--- src/hdl/adc_ctrl_pkg.sv ---
package adc_ctrl_pkg;

  // ---------------------------------------------------------------------------
  // Register offsets (byte addresses, one 32-bit word each)
  // ---------------------------------------------------------------------------
  localparam logic [7:0] CONTROL_ZERO_OFFSET = 8'h00;
  localparam logic [7:0] CONTROL_ONE_OFFSET  = 8'h04;
  localparam logic [7:0] PIN_ENABLE_OFFSET   = 8'h08;
  localparam logic [7:0] RESULT_LOW_OFFSET   = 8'h0C;
  localparam logic [7:0] RESULT_HIGH_OFFSET  = 8'h10;
  localparam logic [7:0] INTR_OFFSET         = 8'h14;

  // ---------------------------------------------------------------------------
  // Field positions
  // ---------------------------------------------------------------------------
  localparam int START_BIT        = 7;
  localparam int BUSY_BIT         = 6;
  localparam int POWER_OFF_BIT    = 5;
  localparam int JUSTIFY_BIT      = 4;
  localparam int CHANNEL_LSB      = 0;
  localparam int BANDGAP_SEL_BIT  = 7;
  localparam int BANDGAP_EN_BIT   = 6;
  localparam int REF_SEL_BIT      = 4;
  localparam int DIVIDER_LSB      = 0;
  localparam int GLOBAL_IE_BIT    = 0;
  localparam int CONV_IE_BIT      = 1;
  localparam int CONV_IF_BIT      = 2;

  // ---------------------------------------------------------------------------
  // Reset values
  // ---------------------------------------------------------------------------
  localparam logic       POWER_OFF_RESET  = 1'b1;
  localparam logic       BUSY_RESET       = 1'b1;
  localparam logic [3:0] PIN_ENABLE_RESET = 4'hF;

  // ---------------------------------------------------------------------------
  // Timing
  // ---------------------------------------------------------------------------
  localparam int          CONV_PERIODS     = 16;
  localparam logic [4:0]  CONV_PERIODS_W   = 5'h10;
  localparam logic [2:0]  DIVIDER_UNDEFINED = 3'h7;
  localparam int          RESULT_BITS      = 12;

  // Control bits steering the analog side travel together.
  typedef struct packed {
    logic       power_on;
    logic       reference_select;
    logic       bandgap_enable;
    logic       bandgap_input_select;
    logic [1:0] channel_select;
    logic [3:0] channel_connect;
  } analog_ctrl_type;

endpackage : adc_ctrl_pkg

--- src/hdl/adc_clock_divider.sv ---
`timescale 1ns/1ps
// -----------------------------------------------------------------------------
// Converter clock tick generator
// -----------------------------------------------------------------------------
module adc_clock_divider (
  input  wire logic       clock_i,    // System clock.
  input  wire logic       arst_n_i,   // Asynchronous reset, active low.
  input  wire logic       clear_i,    // Restart the prescaler.
  input  wire logic [2:0] select_i,   // Divider select code.
  output logic            tick_o      // One-cycle pulse per converter period.
);
  import adc_ctrl_pkg::*;

  logic [5:0] count_reg;
  logic [5:0] limit;

  // Code n divides by two to the n; the top code has no defined rate and stalls.
  always_comb begin
    limit = 6'((7'h01 << select_i) - 7'h01);
  end

  // Free prescaler, restarted so each conversion sees whole periods.
  always_ff @(posedge clock_i or negedge arst_n_i) begin
    if (!arst_n_i) begin
      count_reg <= 6'h00;
    end else if (clear_i || count_reg >= limit) begin
      count_reg <= 6'h00;
    end else begin
      count_reg <= count_reg + 6'h01;
    end
  end

  assign tick_o = !clear_i && (select_i != DIVIDER_UNDEFINED) && (count_reg >= limit);

endmodule : adc_clock_divider

--- src/hdl/adc_sequencing_control.sv ---
// Chosen here: the APB interface to the registers and the placing of the registers.
`timescale 1ns/1ps
// Summary of operation
// Start bit low-high-low begins conversion.
// Start held high resets converter, busy set.
// Busy clears itself when conversion ends.
// End sets flag; interrupt when enabled.
// Converter clock is system clock divided.
// Software keeps converter period above half microsecond.
// Analog powered only while power-off is zero.
// Software waits settling after power-on.
// Software powers off unused converter.
// Reference select routes external reference pin.
// Pin enable makes pin analog input.
// Analog pins lose their pull-high resistor.
// Pin enable overrides port direction.
// Conversion lasts sixteen converter clock periods.
// Bandgap select and channel pick input.
// Software sets both enables for interrupts.
// Software starts with start bit low.
// Results valid once busy falls.
// Result is twelve-bit code, full scale.
// Justify bit sets result alignment.
// Channel codes connect inputs zero to three.
// Bandgap select connects bandgap, drops channels.
// Both result bytes update with busy fall.
module adc_sequencing_control (
  input  wire logic                          clock_i,             // System clock, 200 MHz.
  input  wire logic                          arst_n_i,            // Asynchronous reset, active low.
  input  wire logic                          psel,                // APB select.
  input  wire logic                          penable,             // APB access phase.
  input  wire logic                          pwrite,              // APB direction.
  input  wire logic [7:0]                    paddr,               // APB byte address.
  input  wire logic [31:0]                   pwdata,              // APB write data.
  output logic      [31:0]                   prdata,              // APB read data.
  output logic                               pready,              // APB ready.
  output logic                               pslverr,             // APB error.
  input  wire logic [11:0]                   core_result_i,       // Converter core code.
  input  wire logic [3:0]                    port_direction_i,    // Port direction register, 1 = input.
  input  wire logic [3:0]                    pull_high_i,         // Programmed pull-high enables.
  output adc_ctrl_pkg::analog_ctrl_type      analog_ctrl_o,       // Analog core steering.
  output logic                               core_reset_o,        // Holds the converter in reset.
  output logic                               core_clock_tick_o,   // Converter clock period pulse.
  output logic      [3:0]                    pin_direction_o,     // Effective pin direction, 1 = input.
  output logic      [3:0]                    pin_pull_high_o,     // Effective pull-high enables.
  output logic      [3:0]                    pin_digital_en_o,    // Digital function enables.
  output logic                               vref_pin_analog_o,   // Reference pin taken by converter.
  output logic                               conversion_busy_o,   // Conversion in progress.
  output logic                               interrupt_o          // Converter interrupt request.
);
  import adc_ctrl_pkg::*;

  // ---------------------------------------------------------------------------
  // Register state
  // ---------------------------------------------------------------------------
  logic        start_reg;
  logic        power_off_reg;
  logic        justify_reg;
  logic [1:0]  channel_select_reg;
  logic        bandgap_input_select_reg;
  logic        bandgap_enable_reg;
  logic        reference_select_reg;
  logic [2:0]  clock_divider_select_reg;
  logic [3:0]  analog_pin_enable_reg;
  logic        global_ie_reg;
  logic        conv_ie_reg;
  logic        conv_if_reg;
  logic        busy_reg;
  logic        running_reg;
  logic [4:0]  period_count_reg;
  logic [11:0] result_reg;
  logic        tick;
  logic        wr_en;
  logic        rd_en;
  logic        start_rise;
  logic        start_fall;
  logic        conv_done;

  // Decodes an address against the six mapped words.
  function automatic logic addr_hit(input logic [7:0] a, input logic [7:0] off);
    addr_hit = (a == off);
  endfunction : addr_hit

  function automatic logic mapped(input logic [7:0] a);
    mapped = addr_hit(a, CONTROL_ZERO_OFFSET) || addr_hit(a, CONTROL_ONE_OFFSET) ||
             addr_hit(a, PIN_ENABLE_OFFSET) || addr_hit(a, RESULT_LOW_OFFSET) ||
             addr_hit(a, RESULT_HIGH_OFFSET) || addr_hit(a, INTR_OFFSET);
  endfunction : mapped

  // ---------------------------------------------------------------------------
  // APB slave
  // ---------------------------------------------------------------------------
  // Zero wait states; unmapped addresses answer with an error and no effect.
  assign pready  = 1'b1;
  assign pslverr = psel && penable && !mapped(paddr);
  assign wr_en   = psel && penable && pwrite && mapped(paddr);
  assign rd_en   = psel && !penable && !pwrite;

  // Control register zero fields.
  always_ff @(posedge clock_i or negedge arst_n_i) begin
    if (!arst_n_i) begin
      start_reg          <= 1'b0;
      power_off_reg      <= POWER_OFF_RESET;
      justify_reg        <= 1'b0;
      channel_select_reg <= 2'h0;
    end else if (wr_en && addr_hit(paddr, CONTROL_ZERO_OFFSET)) begin
      start_reg          <= pwdata[START_BIT];
      power_off_reg      <= pwdata[POWER_OFF_BIT];
      justify_reg        <= pwdata[JUSTIFY_BIT];
      channel_select_reg <= pwdata[CHANNEL_LSB+:2];
    end
  end

  // Control register one fields.
  always_ff @(posedge clock_i or negedge arst_n_i) begin
    if (!arst_n_i) begin
      bandgap_input_select_reg <= 1'b0;
      bandgap_enable_reg       <= 1'b0;
      reference_select_reg     <= 1'b0;
      clock_divider_select_reg <= 3'h0;
    end else if (wr_en && addr_hit(paddr, CONTROL_ONE_OFFSET)) begin
      bandgap_input_select_reg <= pwdata[BANDGAP_SEL_BIT];
      bandgap_enable_reg       <= pwdata[BANDGAP_EN_BIT];
      reference_select_reg     <= pwdata[REF_SEL_BIT];
      clock_divider_select_reg <= pwdata[DIVIDER_LSB+:3];
    end
  end

  // Analog pin enables come out of reset all set, so no pin drives by surprise.
  always_ff @(posedge clock_i or negedge arst_n_i) begin
    if (!arst_n_i) begin
      analog_pin_enable_reg <= PIN_ENABLE_RESET;
    end else if (wr_en && addr_hit(paddr, PIN_ENABLE_OFFSET)) begin
      analog_pin_enable_reg <= pwdata[3:0];
    end
  end

  // Read data is registered in the setup cycle so it comes from flip-flops.
  always_ff @(posedge clock_i or negedge arst_n_i) begin
    if (!arst_n_i) begin
      prdata <= 32'h0000_0000;
    end else if (rd_en) begin
      case (paddr)
        CONTROL_ZERO_OFFSET: prdata <= {24'h000000, start_reg, busy_reg, power_off_reg, justify_reg,
                                        2'b00, channel_select_reg};
        CONTROL_ONE_OFFSET:  prdata <= {24'h000000, bandgap_input_select_reg, bandgap_enable_reg, 1'b0,
                                        reference_select_reg, 1'b0, clock_divider_select_reg};
        PIN_ENABLE_OFFSET:   prdata <= {28'h0000000, analog_pin_enable_reg};
        // Unused result bits read zero in either alignment.
        RESULT_LOW_OFFSET:   prdata <= justify_reg ? {24'h000000, result_reg[7:0]}
                                                   : {24'h000000, result_reg[3:0], 4'h0};
        RESULT_HIGH_OFFSET:  prdata <= justify_reg ? {28'h0000000, result_reg[11:8]}
                                                   : {24'h000000, result_reg[11:4]};
        INTR_OFFSET:         prdata <= {29'h00000000, conv_if_reg, conv_ie_reg, global_ie_reg};
        default:             prdata <= 32'h0000_0000;
      endcase
    end
  end

  // ---------------------------------------------------------------------------
  // Start sequencing
  // ---------------------------------------------------------------------------
  // The start bit is a register on this clock, so its edges are seen directly.
  logic start_prev_reg;
  always_ff @(posedge clock_i or negedge arst_n_i) begin
    if (!arst_n_i) begin
      start_prev_reg <= 1'b0;
    end else begin
      start_prev_reg <= start_reg;
    end
  end

  assign start_rise = start_reg && !start_prev_reg;
  assign start_fall = !start_reg && start_prev_reg;

  adc_clock_divider adc_clock_divider_inst (
    .clock_i  (clock_i),
    .arst_n_i (arst_n_i),
    .clear_i  (start_reg),
    .select_i (clock_divider_select_reg),
    .tick_o   (tick)
  );

  // A power-off that lands in the final period aborts the conversion, so it must not complete it.
  // Without this gate the flag and result would update for a conversion that was thrown away.
  assign conv_done = running_reg && tick && !power_off_reg && (period_count_reg == CONV_PERIODS_W - 5'h01);

  // Conversion runs while start is low and power is on; sixteen periods.
  always_ff @(posedge clock_i or negedge arst_n_i) begin
    if (!arst_n_i) begin
      running_reg      <= 1'b0;
      period_count_reg <= 5'h00;
    end else if (start_reg || power_off_reg) begin
      running_reg      <= 1'b0;
      period_count_reg <= 5'h00;
    end else if (start_fall) begin
      running_reg      <= 1'b1;
      period_count_reg <= 5'h00;
    end else if (conv_done) begin
      running_reg      <= 1'b0;
      period_count_reg <= 5'h00;
    end else if (running_reg && tick) begin
      period_count_reg <= period_count_reg + 5'h01;
    end
  end

  // Busy is forced high by a start rise and held while start stays high.
  always_ff @(posedge clock_i or negedge arst_n_i) begin
    if (!arst_n_i) begin
      busy_reg <= BUSY_RESET;
    end else if (start_reg) begin
      busy_reg <= 1'b1;
    end else if (conv_done) begin
      busy_reg <= 1'b0;
    end
  end

  // Result captured in the same cycle busy falls, so both bytes stay coherent.
  always_ff @(posedge clock_i or negedge arst_n_i) begin
    if (!arst_n_i) begin
      result_reg <= 12'h000;
    end else if (conv_done) begin
      result_reg <= core_result_i;
    end
  end

  // ---------------------------------------------------------------------------
  // Interrupt request
  // ---------------------------------------------------------------------------
  // A completion in the clearing write's cycle wins, so no end is lost.
  always_ff @(posedge clock_i or negedge arst_n_i) begin
    if (!arst_n_i) begin
      global_ie_reg <= 1'b0;
      conv_ie_reg   <= 1'b0;
      conv_if_reg   <= 1'b0;
    end else begin
      if (wr_en && addr_hit(paddr, INTR_OFFSET)) begin
        global_ie_reg <= pwdata[GLOBAL_IE_BIT];
        conv_ie_reg   <= pwdata[CONV_IE_BIT];
      end
      if (conv_done) begin
        conv_if_reg <= 1'b1;
      end else if (wr_en && addr_hit(paddr, INTR_OFFSET)) begin
        conv_if_reg <= pwdata[CONV_IF_BIT];
      end
    end
  end

  assign interrupt_o = conv_if_reg && conv_ie_reg && global_ie_reg;

  // ---------------------------------------------------------------------------
  // Analog steering and pin sharing
  // ---------------------------------------------------------------------------
  always_comb begin
    analog_ctrl_o.power_on             = !power_off_reg;
    analog_ctrl_o.reference_select     = reference_select_reg;
    analog_ctrl_o.bandgap_enable       = bandgap_enable_reg;
    analog_ctrl_o.bandgap_input_select = bandgap_input_select_reg;
    analog_ctrl_o.channel_select       = channel_select_reg;
    // One-hot switch per external input; all open while the bandgap is chosen.
    analog_ctrl_o.channel_connect      = bandgap_input_select_reg ? 4'h0
                                         : 4'(4'h1 << channel_select_reg);
  end

  assign core_reset_o      = start_reg || power_off_reg;
  assign core_clock_tick_o = tick && running_reg;
  assign vref_pin_analog_o = reference_select_reg;
  assign pin_digital_en_o  = ~analog_pin_enable_reg;
  assign pin_pull_high_o   = pull_high_i & ~analog_pin_enable_reg;
  assign pin_direction_o   = port_direction_i | analog_pin_enable_reg;
  assign conversion_busy_o = busy_reg;

  // ---------------------------------------------------------------------------
  // Assertions
  // ---------------------------------------------------------------------------
  property p_busy_on_start;
    @(posedge clock_i) disable iff (!arst_n_i) start_reg |=> busy_reg;
  endproperty
  a_busy_on_start: assert property (p_busy_on_start) else $error("Busy not set under start.");

  property p_start_launch;
    @(posedge clock_i) disable iff (!arst_n_i) (start_fall && !power_off_reg) |=> running_reg;
  endproperty
  a_start_launch: assert property (p_start_launch) else $error("Start fall did not launch.");

  property p_busy_clears;
    @(posedge clock_i) disable iff (!arst_n_i) (conv_done && !start_reg) |=> !busy_reg;
  endproperty
  a_busy_clears: assert property (p_busy_clears) else $error("Busy stayed high at end.");

  property p_flag_set;
    @(posedge clock_i) disable iff (!arst_n_i) $fell(busy_reg) |-> conv_if_reg;
  endproperty
  a_flag_set: assert property (p_flag_set) else $error("Interrupt flag missing at end.");

  property p_div_one_len;
    @(posedge clock_i) disable iff (!arst_n_i)
      (start_fall && !power_off_reg && clock_divider_select_reg == 3'h0 && $stable(clock_divider_select_reg))
      |-> ##17 $fell(busy_reg);
  endproperty
  a_div_one_len: assert property (p_div_one_len) else $error("Undivided conversion not 16 cycles.");

  property p_result_coherent;
    @(posedge clock_i) disable iff (!arst_n_i) !$fell(busy_reg) && !busy_reg |-> $stable(result_reg);
  endproperty
  a_result_coherent: assert property (p_result_coherent) else $error("Result changed while idle.");

  property p_power_gate;
    @(posedge clock_i) disable iff (!arst_n_i) power_off_reg |-> (!analog_ctrl_o.power_on && core_reset_o);
  endproperty
  a_power_gate: assert property (p_power_gate) else $error("Analog powered while off.");

  property p_pin_override;
    @(posedge clock_i) disable iff (!arst_n_i)
      ((pin_direction_o & analog_pin_enable_reg) == analog_pin_enable_reg) &&
      ((pin_pull_high_o & analog_pin_enable_reg) == 4'h0);
  endproperty
  a_pin_override: assert property (p_pin_override) else $error("Analog pin not overridden.");

  property p_bandgap_isolate;
    @(posedge clock_i) disable iff (!arst_n_i) bandgap_input_select_reg |-> analog_ctrl_o.channel_connect == 4'h0;
  endproperty
  a_bandgap_isolate: assert property (p_bandgap_isolate) else $error("Channel left connected.");

  // The spacing check expects the divider to stay put while a conversion runs.
  property p_tick_spacing;
    @(posedge clock_i) disable iff (!arst_n_i)
      (core_clock_tick_o && clock_divider_select_reg != 3'h0) |=> !core_clock_tick_o;
  endproperty
  a_tick_spacing: assert property (p_tick_spacing) else $error("Converter ticks too close together.");

  property p_done_flag;
    @(posedge clock_i) disable iff (!arst_n_i) conv_done |=> conv_if_reg;
  endproperty
  a_done_flag: assert property (p_done_flag) else $error("Completion did not set the flag.");

  property p_result_capture;
    @(posedge clock_i) disable iff (!arst_n_i) conv_done |=> result_reg == $past(core_result_i);
  endproperty
  a_result_capture: assert property (p_result_capture) else $error("Result not captured at completion.");

  property p_power_abort;
    @(posedge clock_i) disable iff (!arst_n_i) power_off_reg |=> !running_reg;
  endproperty
  a_power_abort: assert property (p_power_abort) else $error("Conversion ran while powered off.");

endmodule : adc_sequencing_control
--- config.mk ---
export PLATFORM = sky130hd
export DESIGN_NAME = adc_sequencing_control
export DESIGN_NICKNAME = d
export VERILOG_FILES = /design/src/hdl/adc_ctrl_pkg.sv /design/src/hdl/adc_clock_divider.sv /design/src/hdl/adc_sequencing_control.sv
export SDC_FILE = /design/constraint.sdc
export NUM_CORES = 1
export LEC_CHECK = 0
export BUFFER_PORTS_ARGS = -buffer_cell sky130_fd_sc_hd__buf_4
export CELL_PAD_IN_SITES_DETAIL_PLACEMENT = 2
export CELL_PAD_IN_SITES_GLOBAL_PLACEMENT = 2
export CORE_MARGIN = 5
export CORE_UTILIZATION = 30
export CTS_CLUSTER_SIZE = 24
export DETAILED_ROUTE_END_ITERATION = 10
export PLACE_DENSITY_LB_ADDON = 0.1
export SYNTH_ARGS = -nofsm -noshare
export SYNTH_HDL_FRONTEND = slang
export SYNTH_SLANG_ARGS = --single-unit
--- constraint.sdc ---
create_clock -name clock_i -period 4.64 [get_ports clock_i]
set_input_delay 0 -clock clock_i [delete_from_list [all_inputs] [get_ports clock_i]]
set_output_delay 0 -clock clock_i [all_outputs]
set_load 0.01 [all_outputs]
==> impl_metrics.yaml <==
yosys:
  yosys-mux-area-fraction_pct: 13.8
  synth_fa_ha_area_share_pct: 3.62
  synthTopCellsByArea: "dfrtp_1 (37%), mux2_2 (11%), buf_4 (6.8%), dfstp_2 (5.1%), ha_1 (3.6%)"
  synthFlopType: "dfrtp_1"
  synth-edff-count: 0
  syn_area_um2: 3110
  ys_async_sr_fraction_pct: 100
  synth-seq-cells: 52
  ys_seq_area_share_pct: 42.1
  synth_compound_area_share_pct: 11.1
  syn_inst: 315
  synth_simple_gate_area_share_pct: 17.4
  yosysTopAreaCellShare_pct: 37.0
  syn_avg_cell_area_um2: 9.88
  synth_xor_xnor_area_share_pct: 1.41
  synth_top_area_cell: "dfrtp_1"
  yosysWarningCount: 0
  synth_top_family_by_area: "simple AND/OR/NAND/NOR gates"
  synthDistinctLibCells: 54
route:
  post_drt_wl_per_cell_um: 17.0
  dr_total_vias: 2553
  wirelength_um: 9150
  ant_nets: 0
  drt_iter0_markers: 53
  drcViolationCount: 0
  via_per_inst: 4.75
  drt-pass1-iter-count: 6
clock_network:
  numCtsBuffers: 5
  cts_max_path_buffers: 2
  clock-sinks: 52
  insertion_delay_ns: 0.31
  tritoncts: "done"
  cts_htree_levels: 2
  cts_root_buf: "clkbuf_8"
  post_cts_resized: 0
  clkSlewWorstSetupHoldPaths_ns: 0.10
final_layout:
  multi_input_area_um2: 1570
  fillCellCount: 1123
  largest_register_ffs: 12
  insertedDiodeCount: 0
  utilization_pct: 39.0
  drive_gt1_share_pct: 33.6
  seq_area_um2: 1310
  fin_nets: 475
  area_growth_pct: 28.3
timing:
  setup_viol: 0
  tns_ns: 0
  fmaxAchievable_mhz: 293
  hold_viol: 0
  setup_ws_ns: 1.22
  finalCritPeriodShare_pct: 73.6
  slew_headroom_pct: 49.0
  holdWs_ns: 0.141
  tightestPinTransition_ns: 0.759
  rsz0062_at_grt: "no"
  clock_skew_ns: 0.00966
  period_minus_slack_ns: 3.42
  drv_slew: 0
power:
  power_switching_uw: 275
  p_per_area_nw_per_um2: 251
  p_comb_share_pct: 18.2
  p_leak_nw: 1.89
  vdd_drop_max_uv: 172
  clkPwrFrac_pct: 31.5
  seqPwrFrac_pct: 50.3
  power.share.switching_pct: 27.4
  p_int_uw: 728
  finalPower_mw: 1.00
place:
  dp.final_hpwl_um: 6960
  place_ws_ns: 1.21
  place_congestion: 0.714
  portBuffers: 76
global_routing:
  antenna_found_initial: 0
  grt_pass1_wl_um: 14900
  grt_use_total_pct: 14.7
  overflow: 0
  grt_max_degree: 53
  grt_pass1_vias: 2802
die:
  placement_rows: 37
  core_um2: 10200
  io_pins: 126
  die_h_um: 112
  die_area_um2: 12500
  dieWidth_um: 112
  start_util_pct: 30.4
setup_path:
  cp-end-kind: "register"
  worst_path_largest_cell_delay_ns: 0.63
  path_cells: "or3_1 > ha_1 > nor3_1 > a21oi_1 > o21a_1 > ha_1 > o21a_1 > a21oi_1 > o21ai_1 > buf_4 > and3_1 > mux2_2"
  cp_max_fo: 15
  cp.buffers_inverters: 1
  cp_slowest_cell: "and3_1"
  path_delay_family: "simple AND/OR/NAND/NOR gates"
  critical_path_class: "register to register"
  required_ns: 4.84
  critPathLaunchType: "register"
  worstPathArrival_ns: 3.61
job:
  drv_cap: 0
worst_hold_path:
  hp-class: "primary input to register"
run_status:
  status: "completed"
-- cell usage in the layout (no fill, tap or decap), types with 3 or more instances in the layout --
cell type,instances
o211ai_1,4
buf_4,77
inv_1,13
nor2b_1,8
nand2_1,28
ha_1,9
nor3b_1,4
a211o_1,4
nand2b_1,3
conb_1,25
dfrtp_1,46
or2_2,6
nand3_1,9
dlygate4sd3_1,21
clkbuf_8,5
xnor2_1,3
mux2_2,31
nor3_1,7
o21ai_0,6
nor2_1,24
mux2i_1,8
a22o_1,3
dfstp_2,6
a21oi_1,10
-- power by group through the flow --
stage,logic (mW),registers (mW),clock network [mW]
floorplan,0.110,0.505,0
global placement,0.164,0.512,0
detailed placement,0.171,0.514,0
CTS,0.185,0.505,0.332
global route,0.205,0.509,0.347
finish,0.182,0.504,0.316
-- worst min-delay path, delay by kind of cell --
kind | cells | cell delay (ns)
AOI/OAI and AO/OA | 2 | 0.22
buffers and inverters | 1 | 0.19
-- synth_stat cells, types with 2 or more instances --
cell type and number:
inv_1 13, nand2b_1 3, o221ai_1 2, a31o_2 2, or3_1 2, xnor2_1 3
nor3_1 7, nand3b_1 2, mux2_2 31, nand3_1 9, nand2_1 28, buf_1 3
or2_2 6, nand4_1 2, a22o_1 3, o31ai_1 2, a31oi_1 2, dfstp_2 6
nor2b_1 8, buf_2 3, dfrtp_1 46, conb_1 2, xor2_1 2, o21ai_0 6
clkbuf_1 7, o22a_1 2, a211o_1 4, mux2i_1 8, o21a_1 2, a21oi_1 10
and3_1 2, ha_1 9, nor3b_1 4, o211ai_1 4, nor2_1 24, buf_4 28
-- layer usage --
layer | vias to the layer above | GRT usage, % | wire length [um] | part of all wire [%]
met5 | - | 0 | 0 | 0
met4 | 0 | 2.92 | 63 | 0.69
met3 | 5 | 2.34 | 286 | 3.1
met2 | 50 | 26.2 | 4790 | 52
met1 | 1283 | 18.8 | 4010 | 44
li1 | 1215 | - | - | -
-- final timing paths --
check	depth (start not counted)	slack [ns]	startpoint	to
worst min register to register	2	0.49	prdata[2]	prdata[2]
worst max register to register	12	1.22	clock_divider_select_reg[2]	result_reg[7]
min in group asynchronous	2	0.27	arst_n_i	period_count_reg[2]
worst min-delay path	3	0.14	paddr[3]	prdata[4]
worst max-delay path	12	1.22	clock_divider_select_reg[2]	result_reg[7]
max in group asynchronous	2	3.91	arst_n_i	prdata[0]
-- kinds of logic (layout without fill, tap and decap cells) --
| logic type | after synthesis | in the layout |
|---|---|---|
| and+or+nand+nor | 105 | 105 |
| buffers and inverters | 55 | 119 |
| DFF | 52 | 52 |
| AOI/OAI and AO/OA | 48 | 48 |
| muxes | 39 | 39 |
| adders and majority gates | 9 | 9 |
| xor gates and xnor gates | 5 | 5 |
| other | 2 | 25 |
-- stage by stage --
step           instance area (um^2)  instances
3_3_place_gp                   3670        509
3_5_place_dp                   3670        509
4_1_cts                        3990        538
6_report                       3990        538
2_1_floorplan                  3200        338
5_1_grt                        3990        538
-- repair_timing --
| action | in CTS | in global routing |
|---|---|---|
| buffers inserted | 0 | 0 |
| hold buffers | 21 | 0 |
| endpoints found under the hold margin | 76 | 0 |
-- layout make-up --
type,instances,area share (%)
multi-input cells,231,39.2
flip-flops and latches,52,32.8
repair buffers,98,19.7
well taps,136,4.26
clock buffers,5,1.72
inverters,13,1.22
clock inverters,3,1.07
Note: power is estimated with default switching activity, not from simulation.
